<file path="config.mk">
export PLATFORM = sky130hd
export DESIGN_NAME = djc_io_jog
export DESIGN_NICKNAME = d
export VERILOG_FILES = /design/src/rtl/djc_pkg.sv /design/src/rtl/djc_io_jog.sv
export SDC_FILE = /design/constraint.sdc
export NUM_CORES = 1
export LEC_CHECK = 0
export BUFFER_PORTS_ARGS = -buffer_cell sky130_fd_sc_hd__buf_2
export CAP_MARGIN = 10
export CORE_ASPECT_RATIO = 1.25
export CORE_MARGIN = 3
export CORE_UTILIZATION = 54
export DETAILED_ROUTE_END_ITERATION = 10
export GPL_TIMING_DRIVEN = 0
export PLACE_DENSITY = 0.77
export SKIP_CTS_REPAIR_TIMING = 1
export SLEW_MARGIN = 20
export SYNTH_ARGS = -nofsm -noshare
export SYNTH_HDL_FRONTEND = slang
export SYNTH_SLANG_ARGS = --single-unit
</file>
<file path="constraint.sdc">
create_clock -name core_clk_i -period 2.9 [get_ports core_clk_i]
set_clock_uncertainty 0.1 [all_clocks]
set_input_delay 0.58 -clock core_clk_i [delete_from_list [all_inputs] [get_ports core_clk_i]]
set_output_delay 0.58 -clock core_clk_i [all_outputs]
set_load 0.02 [all_outputs]
</file>
<file path="src/rtl/djc_pkg.sv">
// Purpose: constants for the drive i/o test and jog control block
// Assumes: 100 MHz core clock, 32-bit register port
// Notes:   register offsets are byte addresses, one word each
package djc_pkg;
  // clock and timing
  localparam int unsigned CLK_HZ        = 100000000;
  localparam int unsigned DEBOUNCE_MS   = 10;
  localparam int unsigned DEBOUNCE_CYC  = (CLK_HZ / 1000) * DEBOUNCE_MS;
  localparam int unsigned DB_W          = 20;

  // sizes
  localparam int unsigned N_DI   = 8;
  localparam int unsigned N_DO   = 5;
  localparam int unsigned N_KEY  = 5;
  localparam int unsigned N_LIM  = 3;
  localparam int unsigned LIM_DI = 5;

  // key positions in the debounced key vector
  localparam int unsigned KEY_UP    = 0;
  localparam int unsigned KEY_DOWN  = 1;
  localparam int unsigned KEY_SHIFT = 2;
  localparam int unsigned KEY_SET   = 3;
  localparam int unsigned KEY_MODE  = 4;

  // register offsets
  localparam logic [7:0] OFS_FUNC_SEL    = 8'h00;
  localparam logic [7:0] OFS_FORCE_MASK  = 8'h04;
  localparam logic [7:0] OFS_IN_VIEW     = 8'h08;
  localparam logic [7:0] OFS_OUT_VIEW    = 8'h0C;
  localparam logic [7:0] OFS_JOG_SPEED   = 8'h10;
  localparam logic [7:0] OFS_IN_ASSIGN   = 8'h14;
  localparam logic [7:0] OFS_OUT_ASSIGN0 = 8'h18;

  // function-select codes and reset values
  localparam logic [15:0] FSEL_FORCE     = 16'h0196;
  localparam logic [15:0] FSEL_NORMAL    = 16'h0190;
  localparam logic [15:0] FSEL_RST       = 16'h0000;
  localparam logic [7:0]  MASK_RST       = 8'h00;
  localparam logic [15:0] JOG_SPEED_RST  = 16'h0014;
  localparam logic [15:0] JOG_SPEED_MAX  = 16'h1388;

  // input function codes
  localparam logic [7:0] IN_FN_OFF  = 8'h00;
  localparam logic [7:0] IN_FN_ESTOP = 8'h15;
  localparam logic [7:0] IN_FN_REV   = 8'h16;
  localparam logic [7:0] IN_FN_FWD   = 8'h17;
  localparam logic [23:0] IN_ASSIGN_RST = {IN_FN_ESTOP, IN_FN_FWD, IN_FN_REV};

  // output assign: [4] active high, [3:0] source index, zero = off
  localparam logic [4:0] OUT_ASSIGN_RST = 5'h10;

  typedef enum logic [1:0] {
    DJC_JOG_NAME,
    DJC_JOG_EDIT,
    DJC_JOG_RUN
  } djc_jog_state_e;
endpackage

</file>
<file path="src/rtl/djc_io_jog.sv">
// Purpose: forced outputs, i/o status views and keypad jog of a servo drive
// Assumes: all inputs synchronous to core_clk_i; keys are active high
// Notes:   read data stands one cycle after the read strobe, zero otherwise
module djc_io_jog
  import djc_pkg::*;
#(
  parameter int unsigned DEBOUNCE_CYCLES = DEBOUNCE_CYC
) (
  // clock and reset
  input  wire logic              core_clk_i,
  input  wire logic              resetn_i,
  // register port
  input  wire logic [7:0]        reg_addr_i,
  input  wire logic [31:0]       reg_wdata_i,
  input  wire logic              reg_wr_i,
  input  wire logic              reg_rd_i,
  output logic      [31:0]       reg_rdata_o,
  // drive side
  input  wire logic              drive_enable_i,
  input  wire logic [N_DI-1:0]   din_i,
  input  wire logic [15:0]       out_func_src_i,
  output logic      [N_DO-1:0]   dout_o,
  output logic                   reverse_inhibit_limit_o,
  output logic                   forward_inhibit_limit_o,
  output logic                   emergency_stop_o,
  // keypad
  input  wire logic              key_up_i,
  input  wire logic              key_down_i,
  input  wire logic              key_shift_i,
  input  wire logic              key_set_i,
  input  wire logic              key_mode_i,
  // display and jog
  output djc_jog_state_e         disp_mode_o,
  output logic      [1:0]        edit_digit_o,
  output logic      [15:0]       jog_speed_o,
  output logic                   jog_ccw_o,
  output logic                   jog_cw_o
);

  logic [15:0]      func_sel;
  logic [7:0]       force_mask;
  logic [23:0]      in_assign;
  logic [4:0]       out_assign [N_DO];
  logic [N_KEY-1:0] key_raw;
  logic [N_KEY-1:0] key_lvl;
  logic [N_KEY-1:0] key_prev;
  logic [N_KEY-1:0] key_press;
  logic [N_DO-1:0]  normal_out;
  logic             force_act;
  logic [15:0]      step;
  logic [31:0]      next_rdata;
  logic             next_rev;
  logic             next_fwd;
  logic             next_estop;

  assign key_raw = {key_mode_i, key_set_i, key_shift_i, key_down_i, key_up_i};

  // ---------------- registers written by software ----------------
  // the mask is plain flops, so nothing survives a power cycle
  always_ff @(posedge core_clk_i or negedge resetn_i) begin
    if (!resetn_i) begin
      func_sel   <= FSEL_RST;
      force_mask <= MASK_RST;
      in_assign  <= IN_ASSIGN_RST;
    end else if (reg_wr_i) begin
      case (reg_addr_i)
        OFS_FUNC_SEL:   func_sel   <= reg_wdata_i[15:0];
        OFS_FORCE_MASK: force_mask <= reg_wdata_i[7:0];
        OFS_IN_ASSIGN:  in_assign  <= reg_wdata_i[23:0];
        default: ;
      endcase
    end
  end

  // return code or any other value leaves forcing off
  assign force_act = (func_sel == FSEL_FORCE) && !drive_enable_i;

  genvar gi;
  generate
    for (gi = 0; gi < N_DO; gi++) begin : g_do
      always_ff @(posedge core_clk_i or negedge resetn_i) begin
        if (!resetn_i) begin
          out_assign[gi] <= OUT_ASSIGN_RST | 5'(gi + 1);
        end else if (reg_wr_i && reg_addr_i == OFS_OUT_ASSIGN0 + 8'(4 * gi)) begin
          out_assign[gi] <= reg_wdata_i[4:0];
        end
      end
      // source index zero means the output has no function
      assign normal_out[gi] = (out_assign[gi][3:0] == 4'h0) ? 1'b0 :
        (out_func_src_i[out_assign[gi][3:0]] ~^ out_assign[gi][4]);
    end
  endgenerate

  always_ff @(posedge core_clk_i or negedge resetn_i) begin
    if (!resetn_i) begin
      dout_o <= '0;
    end else if (force_act) begin
      dout_o <= force_mask[N_DO-1:0];
    end else begin
      dout_o <= normal_out;
    end
  end

  // ---------------- input functions on inputs six to eight ----------------
  always_comb begin
    next_rev   = 1'b0;
    next_fwd   = 1'b0;
    next_estop = 1'b0;
    for (int k = 0; k < N_LIM; k++) begin
      if (din_i[LIM_DI + k]) begin
        case (in_assign[8*k +: 8])
          IN_FN_REV:   next_rev   = 1'b1;
          IN_FN_FWD:   next_fwd   = 1'b1;
          IN_FN_ESTOP: next_estop = 1'b1;
          default: ;
        endcase
      end
    end
  end

  always_ff @(posedge core_clk_i or negedge resetn_i) begin
    if (!resetn_i) begin
      reverse_inhibit_limit_o <= 1'b0;
      forward_inhibit_limit_o <= 1'b0;
      emergency_stop_o        <= 1'b0;
    end else begin
      reverse_inhibit_limit_o <= next_rev;
      forward_inhibit_limit_o <= next_fwd;
      emergency_stop_o        <= next_estop;
    end
  end

  // ---------------- register reads ----------------
  always_comb begin
    next_rdata = 32'h0000_0000;
    case (reg_addr_i)
      OFS_FUNC_SEL:   next_rdata = {16'h0000, func_sel};
      OFS_FORCE_MASK: next_rdata = {24'h00_0000, force_mask};
      OFS_IN_VIEW:    next_rdata = {24'h00_0000, din_i};
      OFS_OUT_VIEW:   next_rdata = {27'h0, dout_o};
      OFS_JOG_SPEED:  next_rdata = {16'h0000, jog_speed_o};
      OFS_IN_ASSIGN:  next_rdata = {8'h00, in_assign};
      default: begin
        for (int k = 0; k < N_DO; k++) begin
          if (reg_addr_i == OFS_OUT_ASSIGN0 + 8'(4 * k)) begin
            next_rdata = {27'h0, out_assign[k]};
          end
        end
      end
    endcase
  end

  always_ff @(posedge core_clk_i or negedge resetn_i) begin
    if (!resetn_i) begin
      reg_rdata_o <= 32'h0000_0000;
    end else begin
      reg_rdata_o <= reg_rd_i ? next_rdata : 32'h0000_0000;
    end
  end

  // ---------------- key debounce ----------------
  // a long settle window trades key latency for immunity to contact bounce
  generate
    for (gi = 0; gi < N_KEY; gi++) begin : g_key
      logic [DB_W-1:0] cnt;
      always_ff @(posedge core_clk_i or negedge resetn_i) begin
        if (!resetn_i) begin
          cnt         <= '0;
          key_lvl[gi] <= 1'b0;
        end else if (key_raw[gi] == key_lvl[gi]) begin
          cnt <= '0;
        end else if (cnt == DB_W'(DEBOUNCE_CYCLES - 1)) begin
          cnt         <= '0;
          key_lvl[gi] <= key_raw[gi];
        end else begin
          cnt <= cnt + 1'b1;
        end
      end
    end
  endgenerate

  always_ff @(posedge core_clk_i or negedge resetn_i) begin
    if (!resetn_i) begin
      key_prev <= '0;
    end else begin
      key_prev <= key_lvl;
    end
  end

  assign key_press = key_lvl & ~key_prev;

  // ---------------- jog sequence ----------------
  always_ff @(posedge core_clk_i or negedge resetn_i) begin
    if (!resetn_i) begin
      disp_mode_o <= DJC_JOG_NAME;
    end else begin
      case (disp_mode_o)
        DJC_JOG_NAME: if (key_press[KEY_SET]) disp_mode_o <= DJC_JOG_EDIT;
        DJC_JOG_EDIT: if (key_press[KEY_SET]) disp_mode_o <= DJC_JOG_RUN;
        DJC_JOG_RUN:  if (key_press[KEY_MODE]) disp_mode_o <= DJC_JOG_NAME;
        default:      disp_mode_o <= DJC_JOG_NAME;
      endcase
    end
  end

  // digit 0 is units; display blinks this digit while editing
  always_ff @(posedge core_clk_i or negedge resetn_i) begin
    if (!resetn_i) begin
      edit_digit_o <= 2'h0;
    end else if (disp_mode_o != DJC_JOG_EDIT) begin
      edit_digit_o <= 2'h0;
    end else if (key_press[KEY_SHIFT]) begin
      edit_digit_o <= edit_digit_o + 2'h1;
    end
  end

  always_comb begin
    case (edit_digit_o)
      2'h0:    step = 16'h0001;
      2'h1:    step = 16'h000A;
      2'h2:    step = 16'h0064;
      default: step = 16'h03E8;
    endcase
  end

  // value saturates at the limits rather than wrapping
  always_ff @(posedge core_clk_i or negedge resetn_i) begin
    if (!resetn_i) begin
      jog_speed_o <= JOG_SPEED_RST;
    end else if (reg_wr_i && reg_addr_i == OFS_JOG_SPEED) begin
      jog_speed_o <= (reg_wdata_i[15:0] > JOG_SPEED_MAX) ? JOG_SPEED_MAX : reg_wdata_i[15:0];
    end else if (disp_mode_o == DJC_JOG_EDIT) begin
      if (key_press[KEY_UP] && !key_press[KEY_DOWN]) begin
        jog_speed_o <= (jog_speed_o > JOG_SPEED_MAX - step) ?
                       JOG_SPEED_MAX : jog_speed_o + step;
      end else if (key_press[KEY_DOWN] && !key_press[KEY_UP]) begin
        jog_speed_o <= (jog_speed_o < step) ? 16'h0000 : jog_speed_o - step;
      end
    end
  end

  // both arrows together give no motion
  always_ff @(posedge core_clk_i or negedge resetn_i) begin
    if (!resetn_i) begin
      jog_ccw_o <= 1'b0;
      jog_cw_o  <= 1'b0;
    end else begin
      jog_ccw_o <= (disp_mode_o == DJC_JOG_RUN) && drive_enable_i &&
                   key_lvl[KEY_UP] && !key_lvl[KEY_DOWN];
      jog_cw_o  <= (disp_mode_o == DJC_JOG_RUN) && drive_enable_i &&
                   key_lvl[KEY_DOWN] && !key_lvl[KEY_UP];
    end
  end
endmodule

</file>
==> results of run 1 <==
## Yosys cell counts, types with 26 or more instances
cell	number	area share [%]
clkbuf_1	29	0.85
dfrtp_1	213	41
ha_1	35	3.4
inv_1	33	0.96
mux2_2	67	5.9
nand2_1	93	2.7
nand3_1	62	2.4
nor2_1	166	4.8
nor3_1	26	1.0
o21ai_0	43	1.7
xnor2_1	55	3.7
xor2_1	51	3.5
## layout make-up
cell class	count	area, µm²	share of cell area [%]
sequential	237	5963	39.48
timing repair buffer	134	774.5	5.128
multi-input combinational	928	6750	44.69
inverter	34	130.1	0.8615
clock buffer	31	688.2	4.556
tap	288	360.3	2.386
clock inverter	13	190.2	1.259
antenna	2	5.005	0.03313
buffer	46	242.7	1.607
## worst max-delay path, delay by kind of cell, from the launching register on
| family | cells | cell delay [ns] |
|---|---|---|
| AOI/OAI and AO/OA | 7 | 1.56 |
| DFF | 1 | 0.49 |
| adders and majority gates | 2 | 0.45 |
| buffers and inverters | 4 | 0.42 |
## where the power goes
part | switching [W] | leakage (nW) | internal [W] | total [W]
logic | 0.00235 | 3.03 | 0.00182 | 0.00417
clock network | 0.00133 | 0.418 | 0.00205 | 0.00338
registers | 0.000331 | 3.13 | 0.00352 | 0.00385
## registers in the layout, summed over array words and instances (netlist names), 2 cells and up
| name | cells |
|---|---|
| func_sel | 16 |
| edit_digit_o | 2 |
| in_assign | 24 |
| key_prev | 5 |
| dout_o | 5 |
| force_mask | 8 |
| out_assign | 25 |
| key_lvl | 5 |
| jog_speed_o | 16 |
| reg_rdata_o | 24 |
| disp_mode_o | 2 |
| g_key.cnt | 100 |
## cell families (layout without fill, tap and decap cells)
kind of cell | count (synthesis) | count (layout)
xor+xnor | 106 | 106
buf+inv | 82 | 258
simple gates | 490 | 490
compound gates | 193 | 193
fa+ha+maj | 37 | 37
flops | 237 | 237
mux | 94 | 94
other cells | 1 | 10
## per-stage QoR
step / setup WS, ns / util [%] / hold WS [ns] / total power, W
after global routing: -0.3161 / 65.12 / 0.1795 / 0.01202
after global placement: -3.329 / 59.77 / 0.3042 / 0.007346
after floorplan: 0.002205 / - / 0.1844 / 0.006472
final: -0.2218 / 65.12 / 0.1937 / 0.01140
after detailed placement: -0.4912 / 60.10 / 0.3209 / 0.007474
after CTS: -0.5272 / 63.89 / -0.1531 / 0.01090
## final timing paths
path	end	depth (start not counted)
min	in_assign[22]	2
min in group asynchronous	edit_digit_o[0]	2
max in group asynchronous	in_assign[9]	4
min reg2reg	key_prev[3]	0
max reg2reg	jog_speed_o[6]	13
max	jog_speed_o[6]	13
## routing by layer
| metal | vias up | GRT usage [%] | wire length, µm |
|---|---|---|---|
| met2 | 437 | 44.25 | 17130 |
| met3 | 113 | 3.781 | 2141 |
| li1 | 4793 | - | - |
| met4 | 0 | 9.144 | 1215 |
| met1 | 5200 | 32.05 | 12960 |
| met5 | - | 0 | 0 |
==> out/results.tsv, run 1 <==
stage	metric	value	unit
outcome	outcome	finished, violations left	
outcome	violations	setup timing	
final_layout	final_common_cell	dfrtp_1	
worst_setup_path	crit_chain	inv_4 -> ha_4 -> inv_1 -> ha_1 -> buf_6 -> a21oi_2 -> o31a_1 -> a221oi_4 -> o21a_2 -> buf_6 -> a32oi_1 -> a22o_1 -> o21ai_1	
final_layout	nets	1516	
worst_hold_path	min_from	reg_wdata_i[22]	
worst_setup_path	critPathLaunch	edit_digit_o[0]	
clock_network	clk_pin_slew	0.07	ns
synthesis	synth_xor_area_share	7.213	%
synthesis	synthArstFlopShare	100.0	%
global_route	grt_pass1_wl	52700	µm
pwr	powerDensity	754.8	nW/µm²
clock_network	root_buffer	clkbuf_16	
floorplanning	core_area	23190	µm²
routing	ant_nets	0	
place	dpl.cell_count	1651	
synthesis	synth_compound_area_share	10.83	%
synthesis	syn_area	12870	µm²
timing	setup_viol	14	
final_layout	final_cell_mix	dfrtp_1 (211), nor2_1 (166), buf_2 (119)	
routing	dr.pass1.iters	6	
synthesis	synth_top_family_by_area	simple AND/OR/NAND/NOR gates	
synthesis	synth-edff-count	0	
timing	fin_crit	3.122	ns
floorplanning	dieWidth	144.1	µm
worst_setup_path	endpoint_kind	flip-flop	
clock_network	cts_max_level	1	
worst_setup_path	crit_fanout	7	
synthesis	ys.warnings.count	0	
timing	period_share	107.6	%
worst_setup_path	path_common_cell	buf_6	
worst_setup_path	rrSetupSlack	-0.22	ns
final_layout	drive_gt1_share	25.58	%
routing	avgViaCountPerCell	6.155	
global_route	grt_use_total	25.40	%
timing	finalMaxSlewViolations	0	
floorplanning	die_h	178.6	µm
floorplanning	dieArea	25740	µm²
clock_network	cts_buffer_depth	3	
synthesis	netlist_instances	1240	
synthesis	ys_ff_latch	237	
global_route	overflow	0	
timing	setup_ws	-0.2218	ns
place	globalplace.congestion	0.9511	
clock_network	tritoncts	yes	
global_route	grt_pass1_vias	10320	
floorplanning	io_pins	136	
synthesis	synth_cell_type_count	81	
global_route	grt_antenna_before_repair	2	
synthesis	synth-simple-area-share	18.66	%
floorplanning	start_util	55.49	%
final_layout	final_cells	1713	
place	post-dp-hpwl	23990	µm
final_layout	fill_cells	1834	
global_route	grt_max_degree	100	
pwr	leakage	6.575	nW
worst_setup_path	critPathKind	reg -> reg	
routing	drt_wl_total	33450	µm
timing	rsz0062_at_grt	yes	
synthesis	ys_seq_area_share	46.31	%
routing	routedWlPerCell	19.53	µm
routing	drt-initial-drc-count	954	
final_layout	area_delta_synth_final	17.35	%
worst_hold_path	worstHoldPathType	in -> reg	
place	port_buffers	114	
worst_setup_path	rr_startpoint	edit_digit_o[0]	
timing	final.setup.tns	-2.404	ns
synthesis	ys.flop_type	dfrtp_1	
worst_setup_path	critical_path.max_stage_delay	0.49	ns
worst_setup_path	cp.required	3.23	ns
worst_setup_path	cp-start-kind	flip-flop	
clock_network	clkSinkCount	237	
floorplanning	row_count	62	
timing	worst_pin_slew	0.8970	ns
synthesis	syn_avg_cell_area	10.38	µm²
pwr	ir_worst_vdd	485.4	µV
routing	vias	10540	
flow_run	cap_violations	0	
synthesis	yosys-mux-area-fraction	10.39	%
worst_setup_path	crit_arrival	3.46	ns
worst_setup_path	cp_slowest_cell	dfrtp_2	
synthesis	synth_fa_ha_area_share	3.713	%
timing	fmax	0.3203	GHz
place	postPlaceCellArea	13940	µm²
routing	route.detailed.drc	0	
timing	finalHoldViolCount	0	
final_layout	design_area	15100	µm²
clock_network	cts_buffers	24	
clock_network	clock_latency	0.52	ns
timing	max_slew_margin	39.70	%
Note: power is estimated with default switching activity, not from simulation.
==> run 2: changes to the inputs <==
ABC_AREA = 1   (was unset)
CAP_MARGIN = 20   (was 10)
CORE_UTILIZATION = 55   (was 54)
PLACE_DENSITY = 0.78   (was 0.77)
==> out/results.tsv, run 2 <==
stage	metric	value	unit	change
outcome	outcome	finished, final reports clean		
worst_setup_path	endpoint_kind	flip-flop		
synthesis	synthTopCellsByArea	dfrtp_1 (37%), nand2_1 (13%), inv_1 (6.1%)		
pwr	internal_power	0.006836	W	-7.6%
final_layout	largest_reg_flops	100		unchanged
pwr	powerDensity	649.4	nW/µm²	-14%
synthesis	ys.flop_type	dfrtp_1		
synthesis	ys_ff_latch	237		unchanged
timing	finalHoldViolCount	0		unchanged
place	postPlaceCellArea	15430	µm²	+11%
routing	drt-initial-drc-count	1010		+5.9%
clock_network	cts_buffer_depth	3		unchanged
synthesis	ys.warnings.count	0		unchanged
final_layout	design_area	16420	µm²	+8.7%
timing	fin_crit	2.708	ns	-0.4136 ns
final_layout	final_common_cell	nand2_1		
synthesis	synth_top_family_by_area	simple AND/OR/NAND/NOR gates		
final_layout	drive_gt1_share	14.72	%	-11 points
floorplanning	dieWidth	150.3	µm	+4.3%
global_route	grt_max_degree	98		-2.0%
place	globalplace.congestion	0.9489		-0.23%
place	dpl.cell_count	2380		+44%
pwr	clockPowerShare	32.2	%	+2.6 points
final_layout	final_cells	2427		+42%
final_layout	antenna_cells	0		-2
synthesis	synth_top_area_share	37.21	%	-4.2 points
floorplanning	row_count	65		+4.8%
final_layout	reg.largest.list	g_key.cnt x100, out_assign x25		
routing	route.detailed.drc	0		unchanged
synthesis	synth_most_common_cell	nand2_1		
final_layout	regArea	5962	µm²	about the same
synthesis	syn_avg_cell_area	7.464	µm²	-28%
worst_setup_path	crit_arrival	3.05	ns	-0.41 ns
clock_network	root_buffer	clkbuf_16		
floorplanning	start_util	56.27	%	+0.78 points
synthesis	synth-edff-count	0		unchanged
synthesis	synth_xor_area_share	3.485	%	-3.7 points
timing	finalMaxSlewViolations	0		unchanged
pwr	power_frac_comb	31.5	%	-5.1 points
global_route	overflow	0		unchanged
synthesis	netlist_instances	1919		+55%
synthesis	syn_area	14320	µm²	+11%
final_layout	fill_cells	2190		+19%
synthesis	synth_top_cell_by_area	dfrtp_1		
pwr	p_sw	0.003829	W	-4.4%
floorplanning	core_area	25460	µm²	+9.7%
clock_network	cts_buffers	24		unchanged
routing	ant_nets	0		unchanged
place	post-dp-hpwl	27770	µm	+16%
place	port_buffers	117		+2.6%
global_route	grt_antenna_before_repair	0		-2
synthesis	yosys-mux-area-fraction	0.3145	%	-10 points
floorplanning	io_pins	136		unchanged
floorplanning	die_h	186.4	µm	+4.4%
global_route	grt_pass1_wl	60910	µm	+16%
final_layout	multi_input_area	7327	µm²	+8.5%
pwr	switching_share	35.90	%	+0.77 points
final_layout	nets	2186		+44%
timing	worst_pin_slew	0.8045	ns	-0.09255 ns
synthesis	synth-simple-area-share	31.57	%	+13 points
clock_network	cts_max_level	1		unchanged
routing	vias	13390		+27%
pwr	ir_worst_vdd	469.7	µV	-3.2%
worst_hold_path	worstHoldPathType	in -> reg		
clock_network	tritoncts	yes		
worst_setup_path	crit_fanout	6		-1
worst_setup_path	cp-start-kind	flip-flop		
routing	drt_wl_total	37160	µm	+11%
synthesis	netlist_top_cells_count	nand2_1 (495), inv_1 (234), nor2_1 (222)		
routing	avgViaCountPerCell	5.516		-10%
synthesis	synth_cell_type_count	58		-28%
timing	rsz0062_at_grt	no		
floorplanning	dieArea	28030	µm²	+8.9%
routing	routedWlPerCell	15.31	µm	-22%
worst_setup_path	critPathKind	reg -> reg		
final_layout	area_delta_synth_final	14.66	%	
final_layout	final_cell_mix	nand2_1 (492), inv_1 (231), nor2_1 (221)		
routing	dr.pass1.iters	7		+1
worst_setup_path	cp.required	3.24	ns	about the same
synthesis	ys_seq_area_share	41.61	%	-4.7 points
timing	fmax	0.3692	GHz	+15%
flow_run	cap_violations	0		unchanged
clock_network	clk_pin_slew	0.06	ns	about the same
pwr	leakage	7.905	nW	+20%
timing	max_slew_margin	45.96	%	+6.3 points
global_route	grt_use_total	26.12	%	+0.72 points
clock_network	clock_latency	0.53	ns	about the same
synthesis	synthArstFlopShare	100.0	%	unchanged
timing	hold_ws	0.1918	ns	-0.001841 ns
synthesis	synth_fa_ha_area_share	3.337	%	-0.38 points
pwr	p_seq_share	36.3	%	+2.5 points
timing	period_share	93.39	%	-14 points
synthesis	synth_compound_area_share	11.57	%	+0.74 points
timing	setup_viol	0		-14
global_route	grt_pass1_vias	12910		+25%
clock_network	clkSinkCount	237		unchanged
final_layout	largest-register	g_key.cnt		
## run 2: changes by cell type after synthesis, sizes merged, moves of 67 or more
| cell | delta |
|---|---|
| nand2 | +415 |
| o21ai | +84 |
| inv | +210 |
| nand3 | +69 |
| nor2 | +67 |
| a21oi | +68 |
## run 2: power by group through the flow
stage	clock (W)	sequential (W)	combinational, W
4_1_cts	0.00350	0.00385	0.00319
3_3_place_gp	0	0.00390	0.00307
6_report	0.00343	0.00387	0.00336
2_1_floorplan	0	0.00394	0.00217
5_1_grt	0.00365	0.00389	0.00380
3_5_place_dp	0	0.00391	0.00316
## run 2: worst max-delay path, cell delays in order, from the launching register on
cell and delay, ns:
dfrtp_2 0.44, buf_4 0.16, ha_2 0.22, or2_4 0.27, ha_4 0.25, inv_1 0.09, nand2_1 0.10, nor2_2 0.13
nand2_2 0.08, nand3_2 0.11, nand2_4 0.08, a21oi_4 0.27, buf_4 0.16, nand4_1 0.07, o21ai_0 0.09
## run 2: cells by family after synthesis
logic type | after synthesis
AOI/OAI and AO/OA | 284
xor gates and xnor gates | 57
adders and majority gates | 37
buffers and inverters | 288
DFF | 237
muxes | 4
other | 1
and+or+nand+nor | 1011
## run 2: per-stage QoR
step | TNS [ns] | power [W] | util (%) | setup WS, ns
after floorplan | 0 | 0.006116 | - | 0.1320
after global placement | -664.76 | 0.006975 | 60.32 | -2.964
after detailed placement | -1.461 | 0.007067 | 60.61 | -0.1758
after CTS | -2.577 | 0.01054 | 64.06 | -0.2495
after global routing | 0 | 0.01134 | 64.52 | 0.01795
final | 0 | 0.01067 | 64.52 | 0.1918
## run 2: worst paths after layout
kind | startpoint | endpoint | slack (ns) | cells after the start
max in group asynchronous | resetn_i | in_assign[16] | 1.33 | 3
max reg2reg | edit_digit_o[0] | jog_speed_o[15] | 0.19 | 14
min | reg_wdata_i[18] | in_assign[18] | 0.19 | 3
min in group asynchronous | resetn_i | out_assign[5] | 0.48 | 2
max | edit_digit_o[0] | jog_speed_o[15] | 0.19 | 14
min reg2reg | key_lvl[1] | key_prev[1] | 0.33 | 0
## run 2: cell type report
| class | instances | share of cell area [%] |
|---|---|---|
| Sequential cell | 237 | 36.30 |
| Buffer | 42 | 1.409 |
| Timing Repair Buffer | 123 | 4.160 |
| Tap cell | 335 | 2.552 |
| Clock inverter | 9 | 1.036 |
| Inverter | 245 | 5.607 |
| Clock buffer | 34 | 4.320 |
| Multi-Input combinational cell | 1402 | 44.61 |
## run 2: metal layers
metal | GRT usage, % | routed length [µm] | vias to the layer above
met5 | 0 | 0 | -
met4 | 10.95 | 1689 | 0
met3 | 4.154 | 2702 | 126
met2 | 45.66 | 18370 | 504
met1 | 31.73 | 14400 | 6198
li1 | - | - | 6559
